===== src/rtl/pfs_params.svh =====
// Constants for the fail-safe and delayed read supervision block.
// Assumes a 12-bit register offset within the second base address region.
`ifndef PFS_PARAMS_SVH
`define PFS_PARAMS_SVH

// Register offsets
`define PFS_OFS_GLOBAL 12'h800
`define PFS_OFS_CTRL 12'h804
`define PFS_OFS_TMR 12'h808
`define PFS_OFS_PRELOAD 12'h80c
`define PFS_OFS_DTMR 12'h810
`define PFS_OFS_CMD 12'h81c

// Control register fields
`define PFS_B_HOLD 31
`define PFS_B_EN_CORE 21
`define PFS_B_EN_DISC 20
`define PFS_B_EN_FS 19
`define PFS_B_AUTOCLR 18
`define PFS_B_MODE_HI 17
`define PFS_B_MODE_LO 16
`define PFS_CTRL_RST 32'h0002_0000
`define PFS_CTRL_WMASK 32'h803f_0000

// Global activity register fields
`define PFS_G_IRQ 31
`define PFS_G_FIFO 30
`define PFS_G_ONE 24
`define PFS_G_DISC 23
`define PFS_G_FSERR 22
`define PFS_G_CORE 16

// Command register fields
`define PFS_C_CLRFS 1
`define PFS_C_CORERST 0

// Timer values
`define PFS_PRELOAD_RST 16'h8400
`define PFS_DTMR_RST 16'h0000
`define PFS_DTMR_TERM 15

`endif


===== src/rtl/pfs_pkg.sv =====
// Types used by the fail-safe supervision block; its timer defines its own.
// Assumes pfs_params.svh is compiled alongside.
`default_nettype none
package pfs_pkg;

    // Recovery mode field encoding
    typedef enum logic [1:0] {
        PFS_OFF = 2'b00,
        PFS_RETRY = 2'b01,
        PFS_HALT = 2'b10,
        PFS_SKIP = 2'b11
    } pfs_mode_e;

    // State of the supervision block outside its fail-safe timer
    typedef struct packed {
        logic [31:0] ctrl;
        logic [15:0] preload;
        logic fs_err;
        logic fs_irq;
        logic abort;
        logic disc_flag;
        logic dr_valid;
        logic dr_run;
        logic dr_bar1;
        logic [15:0] dr_cnt;
        logic dr_discard;
        logic reissue;
        logic skip;
        logic core_rst;
        logic irq;
        logic [31:0] rdata;
    } pfs_state_s;

endpackage
`default_nettype wire


===== src/rtl/pfs_fs_timer.sv =====
// Fail-safe down counter for one local bus access.
// Assumes load and done are single-cycle pulses in the clk domain.
`default_nettype none
module pfs_fs_timer #(
    parameter int W = 16
) (
    // Clock and reset
    input wire logic clk,
    input wire logic rst_n,
    input wire logic ce,
    // Control
    input wire logic load,
    input wire logic done,
    input wire logic [W-1:0] preload,
    // Status
    output logic [W-1:0] count,
    output logic busy,
    output logic expire
);

    typedef struct packed {
        logic busy;
        logic [W-1:0] cnt;
    } pfs_tmr_s;

    pfs_tmr_s s_q;
    pfs_tmr_s s_d;

    // Expiry seen the cycle the count sits at zero
    assign expire = s_q.busy && (s_q.cnt == '0) && !done && !load;
    assign count = s_q.cnt;
    assign busy = s_q.busy;

    // Load, count down, stop on completion or at zero
    always_comb begin
        s_d = s_q;
        if (load) begin
            s_d.busy = 1'b1;
            s_d.cnt = preload;
        end else if (s_q.busy) begin
            if (done || s_q.cnt == '0) begin
                s_d.busy = 1'b0; // Off mode simply parks here
            end else begin
                s_d.cnt = s_q.cnt - 1'b1;
            end
        end
    end

    always_ff @(posedge clk or negedge rst_n) begin
        if (!rst_n) begin
            s_q <= '0;
        end else if (ce) begin
            s_q <= s_d;
        end
    end

endmodule
`default_nettype wire


===== src/rtl/pfs_ctrl.sv =====
// Fail-safe supervision, delayed read discard and interrupt gating.
// Assumes the target core presents decoded register strobes and
// local bus handshake pulses, all synchronous to the PCI clock.
//
// How it works
// - Global status shows write FIFO not empty while entries remain.
// - Discard flag sets when a region-two delayed read times out.
// - Timer expiry outside off mode sets the access timeout error flag.
// - Control register resets to zero except bit 17, selecting halt.
// - Hold bit clear drops fetched data on another transaction; set keeps it.
// - Core interrupts reach the PCI pin only while bit 21 is set.
// - Bit 20 lets a region-two delayed read discard raise the PCI interrupt.
// - Bit 19 lets an access timeout raise the interrupt, off mode excepted.
// - With autoclear, upper-half global read clears fail-safe interrupt and error.
// - Timeout error when the core handshake exceeds the programmed limit.
// - Mode field bits 17:16 encode off, retry, halt and skip.
// - Off mode waits forever and never flags or interrupts.
// - Retry mode reissues the same transfer at each expiry.
// - Halt mode target-aborts all later transfers until interrupt clears.
// - Skip mode drops the current transfer and moves on.
// - Timer register is read-only, live count low, zeros high.
// - PCI interrupt drives on any enabled active source; flag reports it.
// - Fail-safe timer loads at access start, counts down, expires at zero.
// - Discard timer loads at read completion, counts up, stops at bit 15.
`default_nettype none
`include "pfs_params.svh"
module pfs_ctrl #(
    parameter logic [15:0] PRELOAD_RST = `PFS_PRELOAD_RST,
    parameter logic [15:0] DTMR_PRELOAD = `PFS_DTMR_RST
) (
    // Clock, reset and enable
    input wire logic clk,
    input wire logic rst_n,
    input wire logic ce,
    // Register access from the target core
    input wire logic reg_rd,
    input wire logic reg_wr,
    input wire logic [11:0] reg_addr,
    input wire logic [3:0] reg_be,
    input wire logic [31:0] reg_wdata,
    output logic [31:0] reg_rdata,
    // Local bus handshake toward the terminal core
    input wire logic lb_start,
    input wire logic lb_done,
    output logic lb_reissue,
    output logic lb_skip,
    output logic pci_abort,
    // Posted write FIFO state
    input wire logic wfifo_not_empty,
    // Delayed read tracking
    input wire logic dr_fetched,
    input wire logic dr_bar1,
    input wire logic dr_repeat,
    input wire logic dr_other,
    output logic dr_data_valid,
    output logic dr_discard,
    // Terminal core interrupt and reset
    input wire logic core_irq,
    output logic core_rst,
    // PCI interrupt pin, open drain
    output logic pci_int_o,
    output logic pci_int_oe
);

    pfs_pkg::pfs_state_s s_q;
    pfs_pkg::pfs_state_s s_d;

    logic [15:0] tmr_count;
    logic tmr_busy;
    logic tmr_expire;
    logic tmr_load;

    // Byte-lane merge of a write into a stored word
    function automatic logic [31:0] pfs_merge(
        input logic [31:0] old_v,
        input logic [31:0] new_v,
        input logic [3:0] be
    );
        logic [31:0] r;
        r = old_v;
        for (int i = 0; i < 4; i++) begin
            if (be[i]) begin
                r[i*8 +: 8] = new_v[i*8 +: 8];
            end
        end
        return r;
    endfunction

    // Access held off while halted, reload on a retry reissue
    assign tmr_load = (lb_start && !s_q.abort) || s_q.reissue;

    pfs_fs_timer #(
        .W(16)
    ) u_timer (
        .clk(clk),
        .rst_n(rst_n),
        .ce(ce),
        .load(tmr_load),
        .done(lb_done),
        .preload(s_q.preload),
        .count(tmr_count),
        .busy(tmr_busy),
        .expire(tmr_expire)
    );

    // Outputs straight from the state flops; open-drain pin level tied low
    assign reg_rdata = s_q.rdata;
    assign lb_reissue = s_q.reissue;
    assign lb_skip = s_q.skip;
    assign pci_abort = s_q.abort;
    assign dr_data_valid = s_q.dr_valid;
    assign dr_discard = s_q.dr_discard;
    assign core_rst = s_q.core_rst;
    assign pci_int_o = 1'b0;
    assign pci_int_oe = s_q.irq;

    // Next-state logic for the block outside the fail-safe timer
    always_comb begin
        pfs_pkg::pfs_mode_e mode;
        logic fs_hit;
        logic upper_rd;
        logic wr_ctrl;
        logic wr_pre;
        logic wr_cmd;
        logic [31:0] g;
        logic [31:0] pre_w;

        s_d = s_q;
        g = 32'h0000_0000;
        pre_w = 32'h0000_0000;
        mode = pfs_pkg::pfs_mode_e'(s_q.ctrl[`PFS_B_MODE_HI:`PFS_B_MODE_LO]);
        fs_hit = tmr_expire && (mode != pfs_pkg::PFS_OFF);
        upper_rd = reg_rd && (reg_addr == `PFS_OFS_GLOBAL) && (|reg_be[3:2]);
        wr_ctrl = reg_wr && (reg_addr == `PFS_OFS_CTRL);
        wr_pre = reg_wr && (reg_addr == `PFS_OFS_PRELOAD);
        wr_cmd = reg_wr && (reg_addr == `PFS_OFS_CMD);

        // Pulses last one cycle
        s_d.reissue = 1'b0;
        s_d.skip = 1'b0;
        s_d.core_rst = 1'b0;
        s_d.dr_discard = 1'b0;

        // Clears first so that a same-cycle event still lands
        if (upper_rd && s_q.ctrl[`PFS_B_AUTOCLR]) begin
            s_d.fs_irq = 1'b0;
            s_d.fs_err = 1'b0;
        end
        if (wr_cmd && reg_be[0] && reg_wdata[`PFS_C_CLRFS]) begin
            s_d.fs_irq = 1'b0;
            s_d.fs_err = 1'b0;
        end
        if (upper_rd) begin
            s_d.disc_flag = 1'b0;
        end

        // Timer expiry handling per recovery mode
        if (fs_hit) begin
            s_d.fs_err = 1'b1;
            s_d.fs_irq = 1'b1;
            unique case (mode)
                pfs_pkg::PFS_RETRY: s_d.reissue = 1'b1;
                pfs_pkg::PFS_HALT: s_d.abort = 1'b1;
                pfs_pkg::PFS_SKIP: s_d.skip = 1'b1;
                pfs_pkg::PFS_OFF: s_d.abort = s_q.abort;
            endcase
        end
        // Abort lifts only once the fail-safe interrupt is gone
        if (!s_d.fs_irq) begin
            s_d.abort = 1'b0;
        end

        // Delayed read hold and discard timer
        if (dr_fetched) begin
            s_d.dr_valid = 1'b1;
            s_d.dr_run = 1'b1;
            s_d.dr_bar1 = dr_bar1;
            s_d.dr_cnt = DTMR_PRELOAD;
        end else if (s_q.dr_valid) begin
            if (dr_repeat) begin
                s_d.dr_valid = 1'b0;
                s_d.dr_run = 1'b0;
            end else if (dr_other && !s_q.ctrl[`PFS_B_HOLD]) begin
                s_d.dr_valid = 1'b0;
                s_d.dr_run = 1'b0;
            end else if (s_q.dr_run) begin
                if (s_q.dr_cnt[`PFS_DTMR_TERM]) begin
                    // Terminal count: stop and throw the data away
                    s_d.dr_valid = 1'b0;
                    s_d.dr_run = 1'b0;
                    s_d.dr_discard = 1'b1;
                    if (s_q.dr_bar1) begin
                        s_d.disc_flag = 1'b1;
                    end
                end else begin
                    s_d.dr_cnt = s_q.dr_cnt + 16'h0001;
                end
            end
        end

        // Interrupt gating onto the PCI pin
        s_d.irq = (core_irq && s_q.ctrl[`PFS_B_EN_CORE])
            || (s_q.disc_flag && s_q.ctrl[`PFS_B_EN_DISC])
            || (s_q.fs_irq && s_q.ctrl[`PFS_B_EN_FS]
                && (mode != pfs_pkg::PFS_OFF));

        // Register writes; reserved control bits are kept at zero
        if (wr_ctrl) begin
            s_d.ctrl = pfs_merge(s_q.ctrl, reg_wdata, reg_be) & `PFS_CTRL_WMASK;
        end
        if (wr_pre) begin
            // Merge as a full word, keep only the timer half
            pre_w = pfs_merge({16'h0000, s_q.preload}, reg_wdata, reg_be);
            s_d.preload = pre_w[15:0];
        end
        if (wr_cmd && reg_be[0] && reg_wdata[`PFS_C_CORERST]) begin
            s_d.core_rst = 1'b1;
        end

        // Global activity word
        g[`PFS_G_IRQ] = s_q.irq;
        g[`PFS_G_FIFO] = wfifo_not_empty;
        g[`PFS_G_ONE] = 1'b1;
        g[`PFS_G_DISC] = s_q.disc_flag;
        g[`PFS_G_FSERR] = s_q.fs_err;
        g[`PFS_G_CORE] = core_irq;

        // Read data, unmapped offsets return zero
        if (reg_rd) begin
            unique case (reg_addr)
                `PFS_OFS_GLOBAL: s_d.rdata = g;
                `PFS_OFS_CTRL: s_d.rdata = s_q.ctrl;
                `PFS_OFS_TMR: s_d.rdata = {16'h0000, tmr_count};
                `PFS_OFS_PRELOAD: s_d.rdata = {16'h0000, s_q.preload};
                `PFS_OFS_DTMR: s_d.rdata = {16'h0000, s_q.dr_cnt};
                default: s_d.rdata = 32'h0000_0000;
            endcase
        end
    end

    // State register; the enable freezes everything
    always_ff @(posedge clk or negedge rst_n) begin
        if (!rst_n) begin
            s_q <= '0;
            s_q.ctrl <= `PFS_CTRL_RST;
            s_q.preload <= PRELOAD_RST; // Parameter lets short limits be built
        end else if (ce) begin
            s_q <= s_d;
        end
    end

endmodule
`default_nettype wire


===== config.mk =====
export PLATFORM = sky130hd
export DESIGN_NAME = pfs_ctrl
export DESIGN_NICKNAME = d
export VERILOG_FILES = /design/src/rtl/pfs_pkg.sv /design/src/rtl/pfs_fs_timer.sv /design/src/rtl/pfs_ctrl.sv
export VERILOG_INCLUDE_DIRS = /design/src /design/src/rtl
export SDC_FILE = /design/constraint.sdc
export NUM_CORES = 1
export LEC_CHECK = 0
export ABC_CLOCK_PERIOD_IN_PS = 1900
export BUFFER_PORTS_ARGS = -buffer_cell sky130_fd_sc_hd__buf_2
export CORE_ASPECT_RATIO = 0.5
export CORE_MARGIN = 4
export CORE_UTILIZATION = 30
export DETAILED_ROUTE_END_ITERATION = 10
export MAX_ROUTING_LAYER = met4
export PLACE_DENSITY = 0.47
export SLEW_MARGIN = 20
export SYNTH_ARGS = -nofsm -noshare
export SYNTH_HDL_FRONTEND = slang
export SYNTH_SLANG_ARGS = --single-unit

===== constraint.sdc =====
create_clock -name clk -period 1.9 [get_ports clk]
set_input_delay 0.095 -clock clk [delete_from_list [all_inputs] [get_ports clk]]
set_output_delay 0.095 -clock clk [all_outputs]
set_load 0.02 [all_outputs]

==> reports/metrics.cfg, run 1 <==
[outcome]
status=finished, final reports clean

[logic_synthesis]
synth_xor_area_share_pct=1.743
synth.distinct_cells=66
ys.flop_type=dfrtp_1
synth_top_cell_area_share_pct=45.81
synth_compound_area_share_pct=16.53
synth_edf_count=0
postSynthCellCount=486
ys_top_cells_by_count=dfrtp_1, nand2_1, buf_4
synth_top_family_by_area=simple AND/OR/NAND/NOR gates
yosysMostFrequentCell=dfrtp_1
ys_ff_latch=95
yosys.area_share.simple_pct=20.09
syn_area_sq_um=5026
ys_top_cells_by_area=dfrtp_1, buf_4, nand2_1, mux2_2, o21ai_0
async_reset_ff_share_pct=100.0
seq_area_frac_synth_pct=47.37
yosys_warnings=0
synthMuxAreaShare_pct=5.975
yosysTopAreaCell=dfrtp_1
synthAdderAreaFrac_pct=0.7468
synth_area_per_cell_sq_um=10.34

[flow_run]
cap_violations=0

[cells_and_area]
final_area_sq_um=6445
fin_nets=673
largest_reg_flops=44
n_fill_cell=1680
drive_gt1_share_pct=35.34
final_util_pct=39.32
area_delta_synth_final_pct=28.23
n_antenna_cell=0
largest_register=s_q

[min_path]
hold_class=in -> reg
hold_path_depth=2

[pwr]
powerDensity_nw_per_um2=860.4
p_seq_share_pct=39.8
clkPwrFrac_pct=34.9
swShare_pct=29.53
ir_drop_uv=462.4
internal_power_mw=3.907
p_comb_share_pct=25.3
power_switching_mw=1.638
total_leakage_power_nw=3.109

[clock_network]
clkTransAtPathRegs_ps=70
htreeDepth=3
clockBufferDepth=2
cts_sinks=95
clk_latency_ps=340
root_buffer=clkbuf_16
cts_buffers=9
cts_tree=done

[route]
drtIter0Drc=289
wirelength_um=15260
routed_via_density=5.023
dr.pass1.iters=7
wire_per_inst_um=18.14
drt-met1-wl_um=7599
wl_met3_um=715
ant_nets=0
via_count=4224
highest_layer=met4
met2_length_um=6886
drc=0

[floorplan]
core_sq_um=16390
die_x_um=191.1
io_pins=101
row_count=33
initial_core_util_pct=30.66
die-area_sq_um=19010
die_y_um=99.53

[grt]
grt_usage_pct=16.75
grt_max_degree=35
antenna_found_initial=0
grt_pass1_vias=4168
overflow=0
grt_pass1_wl_um=24160

[placed_design]
hpwl_um=11490
gp_congestion=0.8559
dpl-instance-area_sq_um=5854
place_ws_ps=-71.50
portBuffers=85

[worst_setup_path]
worstPathMaxFanout=5
critPathLaunchType=flip-flop
regToRegSetupSlack_ps=90
r2r_cells=10
crit_start=u_timer.count[0]$_DFFE_PN0P_
arrival_ps=2040
r2r_start=u_timer.count[0]$_DFFE_PN0P_
cp.required_ps=2130
critPathCapture=u_timer.count[8]$_DFFE_PN0P_
critPathKind=reg -> reg
cp-end-kind=flip-flop
r2r-end=u_timer.count[8]$_DFFE_PN0P_

[sta]
maxSlewHeadroom_pct=60.70
setup_ws_ps=87.04
fin_skew_ps=9.646
period_share_pct=95.42
setup_tns_ps=0
setup_viol=0
hold_viol_final=0
worstMarginPinSlew_ps=585.0
max_freq_mhz=551.6
period_minus_slack_ps=1813
finalMaxSlewViolations=0

-- placed cells by master (no fill, tap or decap), types with 6 or more instances in the layout --
cell type and instances:
buf_2 84, a21oi_1 9, nor2_1 26, nand4_1 7, a22oi_1 9, dfrtp_1 91, dlygate4sd3_1 17, inv_1 7
mux2_4 8, nand3_1 13, o21ai_0 29, nor3_1 14, clkbuf_16 9, mux2_2 16, buf_4 53, a222oi_1 14
nand2_1 61, or3_1 7, a22o_1 13, xnor2_1 10, conb_1 6
-- power by group through the flow --
| stage | clock [mW] | combinational [mW] | sequential (mW) |
|---|---|---|---|
| after floorplan | 0 | 0.589 | 2.24 |
| after global placement | 0 | 1.22 | 2.23 |
| after detailed placement | 0 | 1.21 | 2.23 |
| after CTS | 2.00 | 1.29 | 2.20 |
| after global routing | 2.08 | 1.55 | 2.21 |
| final | 1.94 | 1.40 | 2.20 |
-- worst min-delay path by stage --
stage                             from                   endpoint  slack [ps]
after floorplan                  rst_n       core_rst$_DFFE_PN0P_        -200
after global placement           rst_n        s_q[92]$_DFFE_PN0P_         100
after detailed placement         rst_n  reg_rdata[19]$_DFFE_PN0P_         100
after CTS                 reg_wdata[5]        s_q[65]$_DFFE_PN0P_         0.2
after global routing      reg_wdata[5]        s_q[65]$_DFFE_PN0P_           2
final                     reg_wdata[5]        s_q[65]$_DFFE_PN0P_           3
-- cell families (layout without fill, tap and decap cells) --
kind of cell,Yosys count,after routing
buffers and inverters,62,185
AO/OA/AOI/OAI,114,114
adder cells (fa/ha/maj),3,3
flip-flops,95,95
XOR/XNOR,10,10
other,1,6
multiplexers,24,24
AND/OR/NAND/NOR,177,177
-- worst max-delay path, stage by stage (launching register included) --
cell     delay (ps)
dfrtp_1         370
inv_2            50
buf_4           140
ha_2            190
nor3b_2         150
buf_4           150
nand2_2          70
nor2_2           50
buf_4           150
a22o_1          190
a21o_1          180
-- routing by layer --
layer,vias up,GRT usage (%)
li1,2019,-
met1,2090,23.99
met2,111,25.27
met3,4,3.121
met4,0,2.703
met5,-,-
-- final cells by class --
| cell class | instances | area [sq um] | share of cell area, % |
|---|---|---|---|
| clock buffer | 13 | 240.2 | 3.727 |
| clock inverter | 3 | 67.56 | 1.048 |
| inverter | 10 | 37.54 | 0.5824 |
| multi-input combinational | 334 | 2362 | 36.65 |
| sequential | 95 | 2382 | 36.96 |
| tap | 227 | 284.0 | 4.407 |
| timing repair buffer | 159 | 1071 | 16.62 |
-- per-stage QoR --
step / power [mW] / hold slack, ps / instances
2_1_floorplan: 2.829 / -200.6 / 491
3_3_place_gp: 3.454 / 97.70 / 804
3_5_place_dp: 3.449 / 101.3 / 804
4_1_cts: 5.489 / 0.2483 / 836
5_1_grt: 5.837 / 1.829 / 841
6_report: 5.545 / 3.448 / 841
-- what timing repair did --
item | in CTS | in global routing
gates resized for setup | 2 | 20
pin swaps | 1 | 5
hold buffers | 16 | 1
buffers inserted | 0 | 4
hold endpoints to repair | 46 | 1
endpoints found under the setup margin | 11 | 17
Power figures use the tool's default switching activity.
==> run 2: changes to the inputs <==
- CELL_PAD_IN_SITES_DETAIL_PLACEMENT: not set -> 0
- CELL_PAD_IN_SITES_GLOBAL_PLACEMENT: not set -> 2
- PLACE_DENSITY: 0.47 -> 0.82
==> run 2 against run 1 <==
  * Via count is 1.9% higher
  * Critical path depth decreased by 5
  * Final area decreased by 0.49%
  * Non-clock buffer count is 3 higher
  * Sequential power barely moved
  * Global-route usage fell by 0.38 points
  * Wire length fell by 0.85%
  * Combinational power shrank 5%
  * Cell count grew 0.36%
  * Largest power group unchanged
==> reports/metrics.cfg, run 2 (same netlist as run 1, synthesis figures left out) <==
[outcome]
status=finished, final reports clean

[flow_run]
cap_violations=0

[worst_setup_path]
cp-end-kind=flip-flop
critPathLaunchType=flip-flop
arrival_ps=2050
critPathKind=reg -> reg
cp.required_ps=2130
worstPathMaxFanout=4

[grt]
antenna_found_initial=0
grt_pass1_vias=4204
grt_usage_pct=16.37
overflow=0
grt_pass1_wl_um=23810
grt_max_degree=44

[clock_network]
clkTransAtPathRegs_ps=80
cts_tree=done
htreeDepth=3
clockBufferDepth=2
cts_buffers=9
root_buffer=clkbuf_16
clk_latency_ps=340
cts_sinks=95

[pwr]
swShare_pct=30.26
ir_drop_uv=446.0
clkPwrFrac_pct=33.0
p_comb_share_pct=25.3
powerDensity_nw_per_um2=822.4
total_leakage_power_nw=3.105
internal_power_mw=3.679
power_mw=5.275
power_switching_mw=1.596
p_seq_share_pct=41.8

[route]
via_count=4305
dr.pass1.iters=7
wirelength_um=15130
ant_nets=0
drc=0
drtIter0Drc=322
routed_via_density=5.101
wire_per_inst_um=17.92

[cells_and_area]
multiInputGateArea_sq_um=2336
final_common_cell=dfrtp_1
regArea_sq_um=2381
n_fill_cell=1664
drive_gt1_share_pct=34.20
fin_nets=676
final_cell_mix=dfrtp_1, buf_2, nand2_1
area_delta_synth_final_pct=27.61
largest_register=s_q
largest_reg_flops=44
n_antenna_cell=0

[floorplan]
initial_core_util_pct=30.66
die-area_sq_um=19010
die_x_um=191.1
core_sq_um=16390
row_count=33
die_y_um=99.53
io_pins=101

[placed_design]
gp_congestion=0.8885
portBuffers=85
hpwl_um=11510

[min_path]
hold_class=in -> reg

[sta]
setup_tns_ps=0
period_share_pct=95.37
finalMaxSlewViolations=0
setup_viol=0
maxSlewHeadroom_pct=57.63
max_freq_mhz=551.9
fin_skew_ps=14.03
hold_viol_final=0
period_minus_slack_ps=1812
worstMarginPinSlew_ps=630.7

[run 2: cell type report]
type                            count  share of cell area [%]
Sequential cell                    95                   37.12
Clock inverter                      4                  0.4292
Clock buffer                       12                   3.999
Inverter                           10                  0.5853
Multi-Input combinational cell    334                   36.42
Timing Repair Buffer              162                   17.01
Tap cell                          227                   4.428
[run 2: metrics by stage]
stage               utilization, %  area [sq um]  instances  setup WS [ps]  hold slack [ps]
global route                 39.13          6414        844         -25.04            7.587
CTS                          38.72          6347        842          13.75           0.5822
floorplan                        -          5045        491          63.76           -200.6
finish                       39.13          6414        844          87.97            15.62
detailed placement           35.73          5857        806         -39.16            149.0
global placement             35.73          5857        806          18.03            145.2
[run 2: per-layer routing]
layer / track usage (%) / vias to the layer above / part of all wire (%)
li1: - / 2025 / -
met1: 23.31 / 2125 / 48
met2: 23.85 / 133 / 44
met3: 3.261 / 22 / 5.9
met4: 4.413 / 0 / 2.3
met5: - / - / 0
[run 2: worst paths after layout]
check	from	to	slack, ps	cells past startpoint
worst max-delay path	u_timer.count[10]$_DFFE_PN0P_	u_timer.count[13]$_DFFE_PN0P_	90	5
worst min-delay path	reg_wdata[4]	s_q[64]$_DFFE_PN0P_	20	2
worst max register to register	u_timer.count[10]$_DFFE_PN0P_	u_timer.count[13]$_DFFE_PN0P_	90	5
worst min register to register	reg_rdata[24]$_DFFE_PN0P_	reg_rdata[24]$_DFFE_PN0P_	480	1
max in group asynchronous	rst_n	u_timer.count[11]$_DFFE_PN0P_	980	3
min in group asynchronous	rst_n	s_q[63]$_DFFE_PN0P_	300	2
[run 2: worst max-delay path, cell delays in order (launching register included)]
cell and delay [ps]:
dfrtp_1 430, or4_1 590, nor3_2 200, a31o_2 190
nand3_1 80, a22o_1 230
[run 2: timing repair]
item / in CTS / in global routing
setup endpoints to repair: 6 / 20
setup buffers: 1 / 0
pin swaps: 1 / 3
endpoints found under the hold margin: 54 / 2
hold buffers: 19 / 2
cloned: 0 / 0
resized for setup: 1 / 13
[run 2: power groups by stage]
stage | Combinational (mW) | Sequential (mW) | Clock, mW
floorplan | 0.589 | 2.24 | 0
global placement | 1.19 | 2.23 | 0
detailed placement | 1.19 | 2.23 | 0
CTS | 1.26 | 2.20 | 1.79
global route | 1.45 | 2.21 | 1.88
finish | 1.33 | 2.20 | 1.74
==> run 3: changes to the inputs <==
- SYNTH_HIERARCHICAL: not set -> 1
==> run 3 against run 2 <==
  * The flow now finishes with violations (setup timing)
  * Highest routed layer unchanged
  * Sequential power grew 4%
  * Largest power group is now combinational logic
  * Worst hold slack gained 4.5 ps
  * Global-route usage is essentially flat
  * Clock skew grew 1.1 ps
  * Final area grew 7.5%
  * Clock power grew 5%
  * Power grew 37%
  * Clock-buffer cell count shrank 2
  * Non-clock buffer count grew 38
  * Critical path type unchanged
  * Fmax shrank 21%
  * Sequential share of layout area shrank 2.6 points
  * Combinational power grew 130%
==> reports/metrics.cfg, run 3 <==
[outcome]
status=finished, violations left
violations=setup timing

[sta]
grt_setup_unrepaired=yes
fin_skew_ps=15.10
max_freq_mhz=436.0
finalMaxSlewViolations=0
maxSlewHeadroom_pct=63.64
setup_viol=21
setup_ws_ps=-393.7
worstMarginPinSlew_ps=540.4
period_minus_slack_ps=2294
hold_viol_final=0
period_share_pct=120.7
setup_tns_ps=-5988

[cells_and_area]
final_cell_mix=dfrtp_1, buf_2, buf_4
n_antenna_cell=0
largest_reg_flops=44
largest_register=s_q
drive_gt1_share_pct=39.04
fin_nets=706
final_util_pct=41.77
final_common_cell=dfrtp_1
final_cells=875
area_delta_synth_final_pct=35.55

[floorplan]
io_pins=101
die-area_sq_um=19240
die_y_um=100.1
die_x_um=192.2
row_count=33
initial_core_util_pct=30.81
core_sq_um=16520

[clock_network]
htreeDepth=3
clk_latency_ps=340
cts_buffers=9
clockBufferDepth=2
cts_tree=done
cts_sinks=95
clkTransAtPathRegs_ps=70
root_buffer=clkbuf_16

[flow_run]
cap_violations=0

[logic_synthesis]
synth_area_per_cell_sq_um=10.49
async_reset_ff_share_pct=100.0
seq_area_frac_synth_pct=46.79
ys.flop_type=dfrtp_1
ys_ff_latch=95
syn_area_sq_um=5089
synth_top_cell_area_share_pct=45.24
ys_top_cells_by_count=dfrtp_1, buf_4, nand2_1
synth_edf_count=0
yosysTopAreaCell=dfrtp_1
ys_top_cells_by_area=dfrtp_1, buf_4, mux2_2, mux2i_1, a22oi_1
postSynthCellCount=485
yosys_warnings=6
synth.distinct_cells=65
yosysMostFrequentCell=dfrtp_1

[worst_setup_path]
arrival_ps=2570
cp-end-kind=flip-flop
worstPathMaxFanout=4
critPathKind=reg -> reg
critPathLaunchType=flip-flop
cp.required_ps=2180

[grt]
overflow=0
grt_usage_pct=16.38
grt_pass1_wl_um=24470
grt_pass1_vias=4621
antenna_found_initial=0
grt_max_degree=38

[pwr]
powerDensity_nw_per_um2=1045
total_leakage_power_nw=3.248
ir_drop_uv=565.9

[min_path]
hold_class=in -> reg

[placed_design]
portBuffers=85
gp_congestion=0.8472
place_ws_ps=-403.3
dpl.cell_count=825
hpwl_um=11120

[route]
drtIter0Drc=315
routed_via_density=5.063
wire_per_inst_um=17.09
ant_nets=0
drc=0
wirelength_um=14960
dr.pass1.iters=6
via_count=4430

[run 3: final timing paths]
check | end | slack, ps | start | cells past startpoint
max | s_q[58]$_DFFE_PN0P_ | -390 | u_timer/count[0]$_DFFE_PN0P_ | 8
min | s_q[61]$_DFFE_PN0P_ | 20 | reg_wdata[1] | 2
max reg2reg | s_q[58]$_DFFE_PN0P_ | -390 | u_timer/count[0]$_DFFE_PN0P_ | 8
min reg2reg | reg_rdata[31]$_DFFE_PN0P_ | 460 | reg_rdata[31]$_DFFE_PN0P_ | 2
max in group asynchronous | s_q[70]$_DFFE_PN1P_ | 970 | rst_n | 3
min in group asynchronous | u_timer/count[1]$_DFFE_PN0P_ | 270 | rst_n | 2
[run 3: worst max-delay path: stages (launching register included)]
cell	delay, ps
dfrtp_1	390
inv_2	80
ha_4	120
or4b_4	460
or4_4	470
nor3_4	300
buf_4	160
o211a_1	160
a21o_1	80
[run 3: cell type report]
type                       instances  area, sq um
sequential                        95         2381
inverter                          10        37.54
tap                              227        284.0
clock buffer                      10        229.0
fill                            1599         9618
timing repair buffer             200         1411
clock inverter                     6        68.82
multi-input combinational        327         2486
[run 3: stage by stage]
stage | power (mW) | hold WS [ps] | area [sq um]
6_report | 7.208 | 20.16 | 6898
5_1_grt | 7.608 | 10.40 | 6898
4_1_cts | 7.004 | 8.884 | 6818
3_5_place_dp | 4.804 | 108.9 | 6153
3_3_place_gp | 4.804 | 112.1 | 6153
2_1_floorplan | 3.744 | -200.6 | 5167
[run 3: logic make-up after synthesis]
kind of cell    share of synthesized area [%]
buf+inv                                 7.917
mux                                     8.827
flops                                   46.79
fa+ha+maj                              0.4917
compound gates                          19.28
xor+xnor                               0.5164
other cells                           0.07369
simple gates                            16.11
[run 3: what timing repair did]
item,4_1_cts,5_1_grt
hold buffers,24,0
pin swaps,8,6
endpoints found under the hold margin,56,0
resized for setup,18,13
setup endpoints to repair,21,24
buffers inserted,7,4
[run 3: power breakdown]
part	total [mW]	internal (mW)	switching [mW]
clock	1.83	1.03	0.804
sequential	2.29	2.18	0.106
combinational	3.09	1.56	1.53
total	7.21	4.77	2.44
[run 3: metal layers]
metal	global-route usage, %	routed length, um	vias to the layer above	share of wire [%]
met2	25.57	7062	71	47
met4	4.491	223	0	1.5
met3	2.675	416	15	2.8
met5	-	0	-	0
met1	22.30	7255	2202	49
li1	-	-	2142	-
